### config.mk
export PLATFORM = sky130hd
export DESIGN_NAME = bridge_device_specific_control
export DESIGN_NICKNAME = d
export VERILOG_FILES = /design/src/core/bridge_device_specific_control.v /design/src/core/preempt_timer.v /design/src/core/serr_cause_bit.v
export VERILOG_INCLUDE_DIRS = /design/src /design/src/core
export SDC_FILE = /design/constraint.sdc
export NUM_CORES = 1
export LEC_CHECK = 0
export ABC_AREA = 1
export BUFFER_PORTS_ARGS = -buffer_cell sky130_fd_sc_hd__buf_2
export CORE_UTILIZATION = 35
export CTS_CLUSTER_SIZE = 40
export DETAILED_ROUTE_END_ITERATION = 10
export SYNTH_ARGS = -nofsm -noshare
export SYNTH_HDL_FRONTEND = slang
export SYNTH_SLANG_ARGS = --single-unit
### constraint.sdc
create_clock -name pclk -period 2 [get_ports pclk]
set_input_delay 0 -clock pclk [delete_from_list [all_inputs] [get_ports pclk]]
set_output_delay 0 -clock pclk [all_outputs]
set_load 0.05 [all_outputs]
### src/core/bridge_ctl_defines.vh
`ifndef BRIDGE_CTL_DEFINES_VH
`define BRIDGE_CTL_DEFINES_VH
`define OFS_ARB_CHIP 12'h040
`define OFS_EXT_OPTS 12'h048
`define OFS_PREEMPT 12'h04C
`define OFS_SERR_MASK 12'h064
`define OFS_CLK_STAT 12'h068
`define OFS_CLOCK_STOP_CONTROL 12'h06C
`define BIT_WR_LIMIT 12
`define BIT_BRIDGE_PRIO 25
`define RST_PRIO 5'h1_0
`define RST_CLK_RSVD 5'h1F
`define PREEMPT_LOG_MAX 3
`endif

### src/core/bridge_device_specific_control.v
// The APB register port was left to the implementer.
`timescale 1ns/1ps
`default_nettype none
`include "bridge_ctl_defines.vh"
// device-specific control bank: options, arbiter, error reporting, clock gating
module bridge_device_specific_control #(
   parameter NREQ = 4
) (
   input wire pclk,
   input wire presetn,
   input wire psel,
   input wire penable,
   input wire pwrite,
   input wire [11:0] paddr,
   input wire [31:0] pwdata,
   input wire [3:0] pstrb,
   output reg [31:0] prdata,
   output wire pready,
   output wire pslverr,
   input wire serr_enable,
   input wire [7:0] serr_event,
   input wire [NREQ-1:0] sec_req,
   input wire bridge_req,
   input wire sec_frame,
   input wire sec_bus_idle,
   input wire pri_stop_req,
   output reg [NREQ-1:0] sec_gnt_r,
   output reg bridge_gnt_r,
   output reg primary_system_error_n,
   output reg [4:0] slot_clock_output,
   output reg sec_clock_stopped_r,
   output wire pri_clock_run_req,
   output wire sec_clock_stop_control_en,
   output wire pri_clock_stop_control_en,
   output wire posted_write_limit_two,
   output wire read_flow_through_en,
   output wire down_prefetch_dyn_en,
   output wire up_prefetch_dyn_en,
   output wire read_wait_cache_line
);
   reg wr_limit_r;
   reg [NREQ-1:0] req_prio_r;
   reg bridge_master_priority;
   reg [4:0] ext_opts_r;
   reg [3:0] preempt_code_r;
   reg [5:0] serr_mask_r;
   reg [8:0] slot_gate_r;
   reg [3:0] clock_stop_control_r;
   reg last_owner_bridge_r;
   reg [NREQ-1:0] last_owner_r;
   reg frame_d_r;
   wire [7:0] cause;
   wire wr_en;
   wire rd_en;
   wire hit;
   wire [7:0] evt_gated;
   wire any_serr;
   wire preempt_exp;
   wire frame_start;
   wire owner_active;
   wire [NREQ-1:0] hi_req;
   wire [NREQ-1:0] lo_req;
   wire any_req;
   wire stop_cond;
   genvar g;

   // bus decode; zero-wait-state slave
   assign wr_en = psel & penable & pwrite;
   assign rd_en = psel & ~penable & ~pwrite;
   assign hit = (paddr == `OFS_ARB_CHIP) | (paddr == `OFS_EXT_OPTS) |
                (paddr == `OFS_PREEMPT) | (paddr == `OFS_SERR_MASK) |
                (paddr == `OFS_CLK_STAT) | (paddr == `OFS_CLOCK_STOP_CONTROL);
   assign pready = 1'b1;
   assign pslverr = psel & penable & ~hit;

   // writable fields
   always @(posedge pclk or negedge presetn) begin
      if (!presetn) begin
         wr_limit_r <= 1'b0;
         req_prio_r <= {NREQ{1'b0}};
         bridge_master_priority <= 1'b1;
         ext_opts_r <= 5'h0_0;
         preempt_code_r <= 4'h0;
         serr_mask_r <= 6'h0_0;
         slot_gate_r <= 9'h0_00;
         clock_stop_control_r <= 4'h0;
      end else if (wr_en) begin
         case (paddr)
            `OFS_ARB_CHIP: begin
               if (pstrb[1]) wr_limit_r <= pwdata[`BIT_WR_LIMIT];
               if (pstrb[2]) req_prio_r <= pwdata[16+NREQ-1:16];
               if (pstrb[3]) bridge_master_priority <= pwdata[`BIT_BRIDGE_PRIO];
            end
            `OFS_EXT_OPTS: begin
               if (pstrb[0]) ext_opts_r <= pwdata[4:0];
            end
            `OFS_PREEMPT: begin
               if (pstrb[3]) preempt_code_r <= pwdata[31:28];
            end
            `OFS_SERR_MASK: begin
               if (pstrb[0]) serr_mask_r <= pwdata[6:1];
            end
            `OFS_CLK_STAT: begin
               if (pstrb[0]) slot_gate_r[7:0] <= pwdata[7:0];
               if (pstrb[1]) slot_gate_r[8] <= pwdata[8];
            end
            `OFS_CLOCK_STOP_CONTROL: begin
               if (pstrb[3]) clock_stop_control_r <= pwdata[28:25];
            end
            default: begin
            end
         endcase
      end
   end

   // option outputs
   assign posted_write_limit_two = wr_limit_r;
   assign read_flow_through_en = ext_opts_r[0];
   assign down_prefetch_dyn_en = ~ext_opts_r[2];
   assign up_prefetch_dyn_en = ~ext_opts_r[3];
   assign read_wait_cache_line = ext_opts_r[4];

   // event gating: cause bits 16..22 map events 0..6, 23 is master timeout
   assign evt_gated[0] = serr_event[0];
   assign evt_gated[7] = serr_event[7];
   generate
      for (g = 1; g < 7; g = g + 1) begin : g_mask
         assign evt_gated[g] = serr_event[g] & ~serr_mask_r[g-1];
      end
      for (g = 0; g < 8; g = g + 1) begin : g_cause
         serr_cause_bit u_bit (
            .pclk(pclk),
            .presetn(presetn),
            .set_evt(evt_gated[g] & serr_enable),
            .clr(wr_en & (paddr == `OFS_CLK_STAT) & pstrb[2] & pwdata[16+g]),
            .flag_r(cause[g])
         );
      end
   endgenerate
   assign any_serr = serr_enable & (|evt_gated);

   // system error pin, active low, asserted the cycle after an event
   always @(posedge pclk or negedge presetn) begin
      if (!presetn) begin
         primary_system_error_n <= 1'b1;
      end else begin
         primary_system_error_n <= ~any_serr;
      end
   end

   // clock-run control
   assign sec_clock_stop_control_en = clock_stop_control_r[0];
   assign pri_clock_stop_control_en = clock_stop_control_r[2];
   assign pri_clock_run_req = clock_stop_control_r[1] | ~sec_clock_stopped_r;
   assign stop_cond = clock_stop_control_r[3] ? (sec_bus_idle & ~pri_stop_req) : pri_stop_req;
   always @(posedge pclk or negedge presetn) begin
      if (!presetn) begin
         sec_clock_stopped_r <= 1'b0;
      end else begin
         sec_clock_stopped_r <= clock_stop_control_r[0] & stop_cond;
      end
   end

   // slot clock enables, low when stopped by field or clock-run
   always @(posedge pclk or negedge presetn) begin
      if (!presetn) begin
         slot_clock_output <= 5'h1F;
      end else begin
         slot_clock_output[0] <= ~(&slot_gate_r[1:0]) & ~sec_clock_stopped_r;
         slot_clock_output[1] <= ~(&slot_gate_r[3:2]) & ~sec_clock_stopped_r;
         slot_clock_output[2] <= ~(&slot_gate_r[5:4]) & ~sec_clock_stopped_r;
         slot_clock_output[3] <= ~(&slot_gate_r[7:6]) & ~sec_clock_stopped_r;
         slot_clock_output[4] <= ~slot_gate_r[8] & ~sec_clock_stopped_r;
      end
   end

   // arbiter
   assign frame_start = sec_frame & ~frame_d_r;
   assign owner_active = (|sec_gnt_r) | bridge_gnt_r;
   preempt_timer u_preempt (
      .pclk(pclk),
      .presetn(presetn),
      .frame_start(frame_start),
      .bus_busy(sec_frame),
      .code(preempt_code_r),
      .expired(preempt_exp)
   );
   assign hi_req = sec_req & req_prio_r & ~sec_gnt_r;
   assign lo_req = sec_req & ~req_prio_r & ~sec_gnt_r;
   assign any_req = (|hi_req) | (|lo_req) | (bridge_req & ~bridge_gnt_r);

   // grant the lowest-numbered high requester, bridge by its group
   function [NREQ:0] pick;
      input [NREQ-1:0] hr;
      input [NREQ-1:0] lr;
      input br;
      input bhi;
      integer i;
      reg [NREQ-1:0] v;
      reg done;
      begin
         pick = {(NREQ+1){1'b0}};
         done = 1'b0;
         v = {NREQ{1'b0}};
         if (br & bhi) begin
            pick[NREQ] = 1'b1;
            done = 1'b1;
         end
         for (i = 0; i < NREQ; i = i + 1) begin
            if (!done && hr[i]) begin
               v[i] = 1'b1;
               done = 1'b1;
            end
         end
         if (!done && br) begin
            pick[NREQ] = 1'b1;
            done = 1'b1;
         end
         for (i = 0; i < NREQ; i = i + 1) begin
            if (!done && lr[i]) begin
               v[i] = 1'b1;
               done = 1'b1;
            end
         end
         pick[NREQ-1:0] = v;
      end
   endfunction

   // one arbitration result: secondary grants below, bridge grant on top
   wire [NREQ:0] next_owner;
   assign next_owner = pick(hi_req, lo_req, bridge_req, bridge_master_priority);

   always @(posedge pclk or negedge presetn) begin
      if (!presetn) begin
         sec_gnt_r <= {NREQ{1'b0}};
         bridge_gnt_r <= 1'b0;
         last_owner_bridge_r <= 1'b0;
         last_owner_r <= {NREQ{1'b0}};
         frame_d_r <= 1'b0;
      end else begin
         frame_d_r <= sec_frame;
         if (owner_active && sec_frame && preempt_exp && any_req) begin
            sec_gnt_r <= {NREQ{1'b0}};
            bridge_gnt_r <= 1'b0;
         end else if (!sec_frame && any_req) begin
            {bridge_gnt_r, sec_gnt_r} <= next_owner;
            last_owner_r <= next_owner[NREQ-1:0];
            last_owner_bridge_r <= next_owner[NREQ];
         end else if (!sec_frame && !(|(sec_gnt_r & sec_req))) begin
            // idle bus, granted master no longer asking: park it
            if (ext_opts_r[1]) begin
               sec_gnt_r <= {NREQ{1'b0}};
               bridge_gnt_r <= 1'b1;
            end else if (!owner_active) begin
               sec_gnt_r <= last_owner_r;
               bridge_gnt_r <= last_owner_bridge_r;
            end
         end
      end
   end

   // read mux; reserved bits zero, except clock-status bits 13:9, which read as ones
   always @(posedge pclk or negedge presetn) begin
      if (!presetn) begin
         prdata <= 32'h0000_0000;
      end else if (rd_en) begin
         case (paddr)
            `OFS_ARB_CHIP: prdata <= {6'h0_0, bridge_master_priority, 5'h0_0,
               {(4-NREQ){1'b0}}, req_prio_r, 3'h0, wr_limit_r, 12'h000};
            `OFS_EXT_OPTS: prdata <= {27'h000_0000, ext_opts_r};
            `OFS_PREEMPT: prdata <= {preempt_code_r, 28'h000_0000};
            `OFS_SERR_MASK: prdata <= {25'h000_0000, serr_mask_r, 1'b0};
            `OFS_CLK_STAT: prdata <= {8'h00, cause, 2'h0, `RST_CLK_RSVD, slot_gate_r};
            `OFS_CLOCK_STOP_CONTROL: prdata <= {3'h0, clock_stop_control_r, sec_clock_stopped_r, 24'h00_0000};
            default: prdata <= 32'h0000_0000;
         endcase
      end
   end
endmodule // bridge_device_specific_control
`default_nettype wire

### src/core/preempt_timer.v
`timescale 1ns/1ps
`default_nettype none
// counts clocks from frame start and flags when the preemption delay is reached
module preempt_timer #(
   parameter CW = 7
) (
   input wire pclk,
   input wire presetn,
   input wire frame_start,
   input wire bus_busy,
   input wire [3:0] code,
   output wire expired
);
   reg [CW-1:0] count_r;
   wire [CW-1:0] limit;
   // 0 for code[2:0] of 0, else 2^(code[2:0]-1)
   assign limit = (code[2:0] == 3'h0) ? {CW{1'b0}} :
                  ({{(CW-1){1'b0}}, 1'b1} << (code[2:0] - 3'h1));
   // cycle counter, restarted at each frame assertion
   always @(posedge pclk or negedge presetn) begin
      if (!presetn) begin
         count_r <= {CW{1'b0}};
      end else if (frame_start) begin
         count_r <= {CW{1'b0}};
      end else if (bus_busy && (count_r != {CW{1'b1}})) begin
         count_r <= count_r + {{(CW-1){1'b0}}, 1'b1};
      end
   end
   assign expired = ~code[3] & bus_busy & (count_r >= limit);
endmodule // preempt_timer
`default_nettype wire

### src/core/serr_cause_bit.v
`timescale 1ns/1ps
`default_nettype none
// one sticky write-one-to-clear cause flag
module serr_cause_bit (
   input wire pclk,
   input wire presetn,
   input wire set_evt,
   input wire clr,
   output reg flag_r
);
   // set wins over a clear in the same cycle
   always @(posedge pclk or negedge presetn) begin
      if (!presetn) begin
         flag_r <= 1'b0;
      end else if (set_evt) begin
         flag_r <= 1'b1;
      end else if (clr) begin
         flag_r <= 1'b0;
      end
   end
endmodule // serr_cause_bit
`default_nettype wire

==> impl_metrics.yaml, run 1 <==
outcome:
  status: "complete, no violations"
synthesis:
  synth_seq_cells: 94
  synth_edf_count: 0
  synthArstFlopShare_pct: 100
  synth.avg_cell_area_um2: 8.15
  ys_dominant_reg_cell: "dfrtp_1"
  postSynthCellCount: 582
  yosysTopAreaCellShare_pct: 45.9
  synth-seq-area-share_pct: 49.8
  synth_top_cell_by_area: "dfrtp_1"
  synth_area_mm2: 0.00474
  ys_types: 41
  yosys_warnings: 0
  synth.area.top_cells: "dfrtp_1 (46%), nand2_1 (13%), nand3_1 (5.7%)"
floorplanning:
  die_x_um: 118
  rows: 42
  die_area_mm2: 0.0140
  io_pins: 124
  start_util_pct: 35.8
  core_mm2: 0.0132
  die_h_um: 118
cts:
  clockRootBuffer: "clkbuf_16"
  clkSinkCount: 94
  clkTransAtPathRegs_ns: 0.07
  clk_path_buf_depth: 2
  h-tree-depth: 3
  cts_made_buffers: 9
  cts_tree: "built"
  clock_latency_ns: 0.35
global_route:
  met2_usage_pct: 31.5
  antenna_found_initial: 0
  grt_pass1_wl_um: 21200
  grt_pass1_vias: 4246
  track_usage_pct: 19.4
  grtUsageMet3_pct: 3.72
  grt_max_degree: 46
  met1_usage_pct: 26.0
  grt.busiest_layer: "met2"
  overflow: 0
drt:
  routedWlPerCell_um: 14.4
  routed_via_density: 4.87
  drtIter0Drc: 301
  final_antenna_net_count: 0
  drc: 0
  routed_wl_um: 13300
  drt_pass1_iterations: 4
  vias: 4502
power_and_ir_drop:
  ir_drop_mv: 0.345
  p_per_area_mw_per_mm2: 696
  p_leak_nw: 3.24
critical_path:
  start_kind: "register"
  crit_arrival_ns: 2.09
  r2r_cells: 11
  cp-end-kind: "register"
  required_ns: 2.23
  crit_type: "register to register"
  worst-path-max-fanout: 7
place:
  placed_area_mm2: 0.00549
  globalplace.congestion: 0.877
  dp.final_hpwl_um: 9750
  portBuffers: 113
sta:
  hold_violations: 0
  maxSlewHeadroom_pct: 56.7
  fin_crit_sh_pct: 92.9
  drv_slew: 0
  setup-violations-final: 0
  fin_skew_ns: 0.00902
  final.min_clock_period_ns: 1.86
  worst_slew_pin_slew_ns: 0.649
  fmax_mhz: 538
layout:
  syn_to_final_growth_pct: 33.6
  drive_gt1_share_pct: 25.1
  fin_nets: 821
  final_area_mm2: 0.00634
  final_core_util_pct: 47.9
  n_antenna_cell: 0
hold_path:
  hp-class: "input port to register"
  hold_depth: 5
run:
  maxCapViolCount: 0
-- repair_timing --
item	in CTS	in global routing
buffers inserted	0	2
gates cloned	0	0
endpoints found under the setup margin	5	5
gates resized for setup	2	18
hold buffers	43	0
pin swaps	0	3
endpoints found under the hold margin	83	0
-- cell usage in the layout (no fill, tap or decap), drive strengths merged, types with 3 or more instances in the layout --
master       instances
conb                 3
inv                 75
ha                   8
o21ai               55
o211ai               3
nor3                12
dfstp                7
o31ai                6
dlygate4sd3         43
nand4                9
clkbuf              11
nor2                35
buf                122
mux2                 3
a21oi               19
nand3               58
nor4                 3
dfrtp               87
nand2              170
-- flip-flops by register name, summed over array words and instances (netlist names), 5 cells and up --
| signal | count |
|---|---|
| prdata | 27 |
| slot_gate_r | 9 |
| g_cause.u_bit.flag_r | 8 |
| u_preempt.count_r | 7 |
| serr_mask_r | 6 |
| ext_opts_r | 5 |
| slot_clock_output | 5 |
-- worst max-delay path, stage by stage (launching register included) --
cell and delay (ns):
dfrtp_2 0.44, inv_2 0.11, nand3_1 0.08, ha_1 0.32
nand2_1 0.07, nor2_1 0.10, nand4_1 0.10, nand3_2 0.11
nand3_4 0.10, buf_4 0.17, nand4_1 0.07, nand2_1 0.07
-- final timing paths --
path                                                from                            endpoint  slack [ns]
max in group asynchronous                        presetn  bridge_master_priority$_DFFE_PN1P_        1.09
min                                             pstrb[1]          slot_gate_r[8]$_DFFE_PN0P_        0.05
min reg2reg                   slot_gate_r[8]$_DFFE_PN0P_      slot_clock_output[4]$_DFF_PN1_        0.38
max                        preempt_code_r[0]$_DFFE_PN0P_            sec_gnt_r[2]$_DFFE_PN0P_        0.14
max reg2reg                preempt_code_r[0]$_DFFE_PN0P_            sec_gnt_r[2]$_DFFE_PN0P_        0.14
min in group asynchronous                        presetn           req_prio_r[0]$_DFFE_PN0P_        0.21
-- synth_stat cells (4+ instances only) --
cell and instances:
dfstp_2 7, dfrtp_1 87, buf_4 7, inv_1 68, nor3_1 10, a21oi_1 19
nand3_1 54, nand2_1 168, ha_1 8, buf_2 5, nand3_2 4, nand4_1 9
nor2_1 33, o21ai_0 46, o31ai_1 6, o21ai_2 6, inv_2 5
-- per-layer routing --
layer  routed length (um)  vias to the layer above  part of all wire [%]
li1                     -                     2219                     -
met1                 6240                     2133                    47
met2                 6170                      137                    46
met3                  714                       13                   5.4
met4                  182                        0                   1.4
met5                    0                        -                     0
-- metrics by stage --
step	cells	worst slack, ns	hold slack (ns)	setup TNS, ns	power (mW)
CTS	922	0.0176	0.0436	0	4.42
finish	924	0.142	0.0491	0	4.41
global route	924	-0.0189	0.0693	-0.0189	4.58
global placement	863	0.0689	0.0543	0	2.57
floorplan	583	0.221	-0.296	0	2.35
detailed placement	863	-0.0500	0.0593	-0.232	2.58
-- final cells by class --
class                      count  area (um2)
clock buffer                  11         243
clock inverter                 5        66.3
fill                        1317        6910
inverter                      74         282
multi-input combinational    399        2080
sequential                    94        2360
tap                          176         220
timing repair buffer         165        1080
-- cells by family after synthesis --
family                     Yosys count  share of synthesized area, %
buffers and inverters               90                          8.12
muxes                                3                         0.712
other                                2                         0.158
DFF                                 94                          49.8
AOI/OAI and AO/OA                   94                          11.6
adders and majority gates            8                          2.11
and+or+nand+nor                    291                          27.5
-- power by group --
part	leakage [nW]	switching (mW)	internal [mW]
Sequential	1.21	0.0577	1.95
Combinational	1.88	0.396	0.222
Clock	0.148	0.768	1.02
No activity file was read; power rests on OpenSTA's default activity.
==> run 2, diff against run 1 <==
--- a/config.mk
+++ b/config.mk
@@ -8,6 +8,7 @@
 export LEC_CHECK = 0
 export ABC_AREA = 1
 export BUFFER_PORTS_ARGS = -buffer_cell sky130_fd_sc_hd__buf_2
+export CORE_MARGIN = 3
 export CORE_UTILIZATION = 35
 export CTS_CLUSTER_SIZE = 40
 export DETAILED_ROUTE_END_ITERATION = 10
==> run 2 against run 1 <==
Effect of this change:
- register-to-register slack worse by 0.07 ns
- critical path type unchanged
- largest cell class unchanged
- total power fell by 1.8%
- combinational power barely moved
- sequential share of layout area grew 0.24 points
- largest power group unchanged
- cell count shrank 0.43%
- first-iteration DRC count rose by 16%
- cell area fell by 0.69%
==> impl_metrics.yaml, run 2 (synthesized netlist as in run 1, its figures left out) <==
critical_path:
  start_kind: "register"
  r2r_cells: 11
  max_stage_delay_ns: 0.42
  cp-end-kind: "register"
  worst-path-max-fanout: 7
  crit_arrival_ns: 2.15
  crit_type: "register to register"
  required_ns: 2.22
  cp_top_family: "simple AND/OR/NAND/NOR gates"
  crit_chain: "inv_2 -> nand3_1 -> ha_1 -> nand2_1 -> nor2_2 -> nand4_1 -> nand3_2 -> nand3_4 -> buf_4 -> nand4_1 -> nand2_1"
  path_buf_inv: 2
  critical_path.slowest_cell: "dfrtp_2"
  cp.depth: 11
sta:
  setup-violations-final: 0
  fin_crit_sh_pct: 96.4
  drv_slew: 0
  worst_slew_pin_slew_ns: 0.641
  fmax_mhz: 519
  maxSlewHeadroom_pct: 57.2
  final.min_clock_period_ns: 1.93
  rsz0062_at_grt: "true"
  final.setup.worst_slack_ns: 0.0715
  fin_skew_ns: 0.00949
  hold_violations: 0
power_and_ir_drop:
  p_per_area_mw_per_mm2: 688
  p_leak_nw: 3.23
  ir_drop_mv: 0.356
global_route:
  overflow: 0
  grt_pass1_wl_um: 22400
  grt_pass1_vias: 4552
  grt_max_degree: 59
  antenna_found_initial: 0
  track_usage_pct: 18.9
cts:
  clk_path_buf_depth: 2
  clkSinkCount: 94
  cts_tree: "built"
  cts_made_buffers: 9
  h-tree-depth: 3
  clock_latency_ns: 0.34
  clkTransAtPathRegs_ns: 0.07
  clockRootBuffer: "clkbuf_16"
hold_path:
  hp-class: "input port to register"
  hold_depth: 5
floorplanning:
  core_mm2: 0.0129
  die_x_um: 122
  rows: 41
  die_area_mm2: 0.0150
  die_h_um: 122
  io_pins: 124
  start_util_pct: 36.7
drt:
  routed_via_density: 4.90
  routedWlPerCell_um: 15.0
  drtIter0Drc: 350
  drt_pass1_iterations: 5
  drc: 0
  final_antenna_net_count: 0
  routed_wl_um: 13800
  vias: 4507
layout:
  layout_common_cells: "nand2_1 (168), buf_2 (112), dfrtp_1 (85)"
  syn_to_final_growth_pct: 32.6
  reg_top3: "prdata (27), slot_gate_r (9), g_cause.u_bit.flag_r (8)"
  fin_nets: 821
  nFillCells: 1256
  n_antenna_cell: 0
  final_core_util_pct: 48.7
  largest_reg_flops: 27
  drive_gt1_share_pct: 24.5
  largest_register: "prdata"
  final_common_cell: "nand2_1"
place:
  globalplace.congestion: 0.852
  preCtsSetupSlack_ns: -0.0997
  portBuffers: 113
  dp.final_hpwl_um: 10100
outcome:
  status: "complete, no violations"
run:
  maxCapViolCount: 0
==> run 2: cell types whose count changed in the layout (fill, tap and decap cells not counted), sizes merged <==
cell | previous run | this run
inv | 75 | 73
clkinvlp | 2 | 0
clkbuf | 11 | 13
dlygate4sd3 | 43 | 42
buf | 122 | 123
clkinv | 1 | 3
==> run 2: report_power, final <==
group / internal, mW / switching (mW) / total, mW
sequential: 1.95 / 0.0547 / 2.00
clock: 1.01 / 0.707 / 1.71
combinational: 0.219 / 0.398 / 0.617
total: 3.17 / 1.16 / 4.33
==> run 2: stage by stage <==
| step | hold slack (ns) | cell area [um2] | TNS [ns] | std cells | power (mW) |
|---|---|---|---|---|---|
| 4_1_cts | 0.0491 | 6210 | 0 | 917 | 4.34 |
| 2_1_floorplan | -0.296 | 4750 | 0 | 583 | 2.35 |
| 6_report | 0.0612 | 6290 | 0 | 920 | 4.33 |
| 3_3_place_gp | 0.00111 | 5480 | 0 | 858 | 2.56 |
| 5_1_grt | 0.0832 | 6290 | -0.0173 | 920 | 4.52 |
| 3_5_place_dp | 0.00160 | 5480 | -0.471 | 858 | 2.58 |
==> run 2: worst reg2reg max path, cell delays in order, from the launching register on <==
cell and delay (ns):
dfrtp_2 0.42, inv_2 0.10, nand3_1 0.08, ha_1 0.32, nand2_1 0.09, nor2_2 0.14
nand4_1 0.11, nand3_2 0.13, nand3_4 0.11, buf_4 0.18, nand4_1 0.07, nand2_1 0.06
==> run 2: cell type report <==
| type | count | area (um2) | area share [%] |
|---|---|---|---|
| clock buffers | 13 | 250 | 3.98 |
| multi-input cells | 399 | 2070 | 32.8 |
| repair buffers | 165 | 1080 | 17.1 |
| flip-flops and latches | 94 | 2360 | 37.6 |
| well taps | 172 | 215 | 3.42 |
| inverters | 74 | 278 | 4.41 |
| clock inverters | 3 | 43.8 | 0.696 |
==> run 2: worst paths after layout <==
path                                               startpoint  slack, ns                             end
worst max-delay path            preempt_code_r[2]$_DFFE_PN0P_       0.07        sec_gnt_r[0]$_DFFE_PN0P_
worst min-delay path                                 pstrb[1]       0.06      slot_gate_r[8]$_DFFE_PN0P_
worst max register to register  preempt_code_r[2]$_DFFE_PN0P_       0.07        sec_gnt_r[0]$_DFFE_PN0P_
worst min register to register     slot_gate_r[8]$_DFFE_PN0P_       0.39  slot_clock_output[4]$_DFF_PN1_
max in group asynchronous                             presetn       1.11  slot_clock_output[4]$_DFF_PN1_
min in group asynchronous                             presetn       0.17          prdata[26]$_DFFE_PN0P_
==> run 2: timing repair <==
action | CTS | global route
hold buffers | 42 | 0
pin swaps | 2 | 3
gates resized for setup | 5 | 11
hold endpoints to repair | 77 | 0
setup endpoints to repair | 5 | 5
setup buffers | 1 | 3
==> run 2: layer usage <==
metal  share of wire, %  vias up  GRT usage [%]
met1                 45     2127           25.1
met2                 48      147           31.8
met5                  0        -              0
li1                   -     2218              -
met3                5.1       15           3.41
met4                1.6        0           5.53
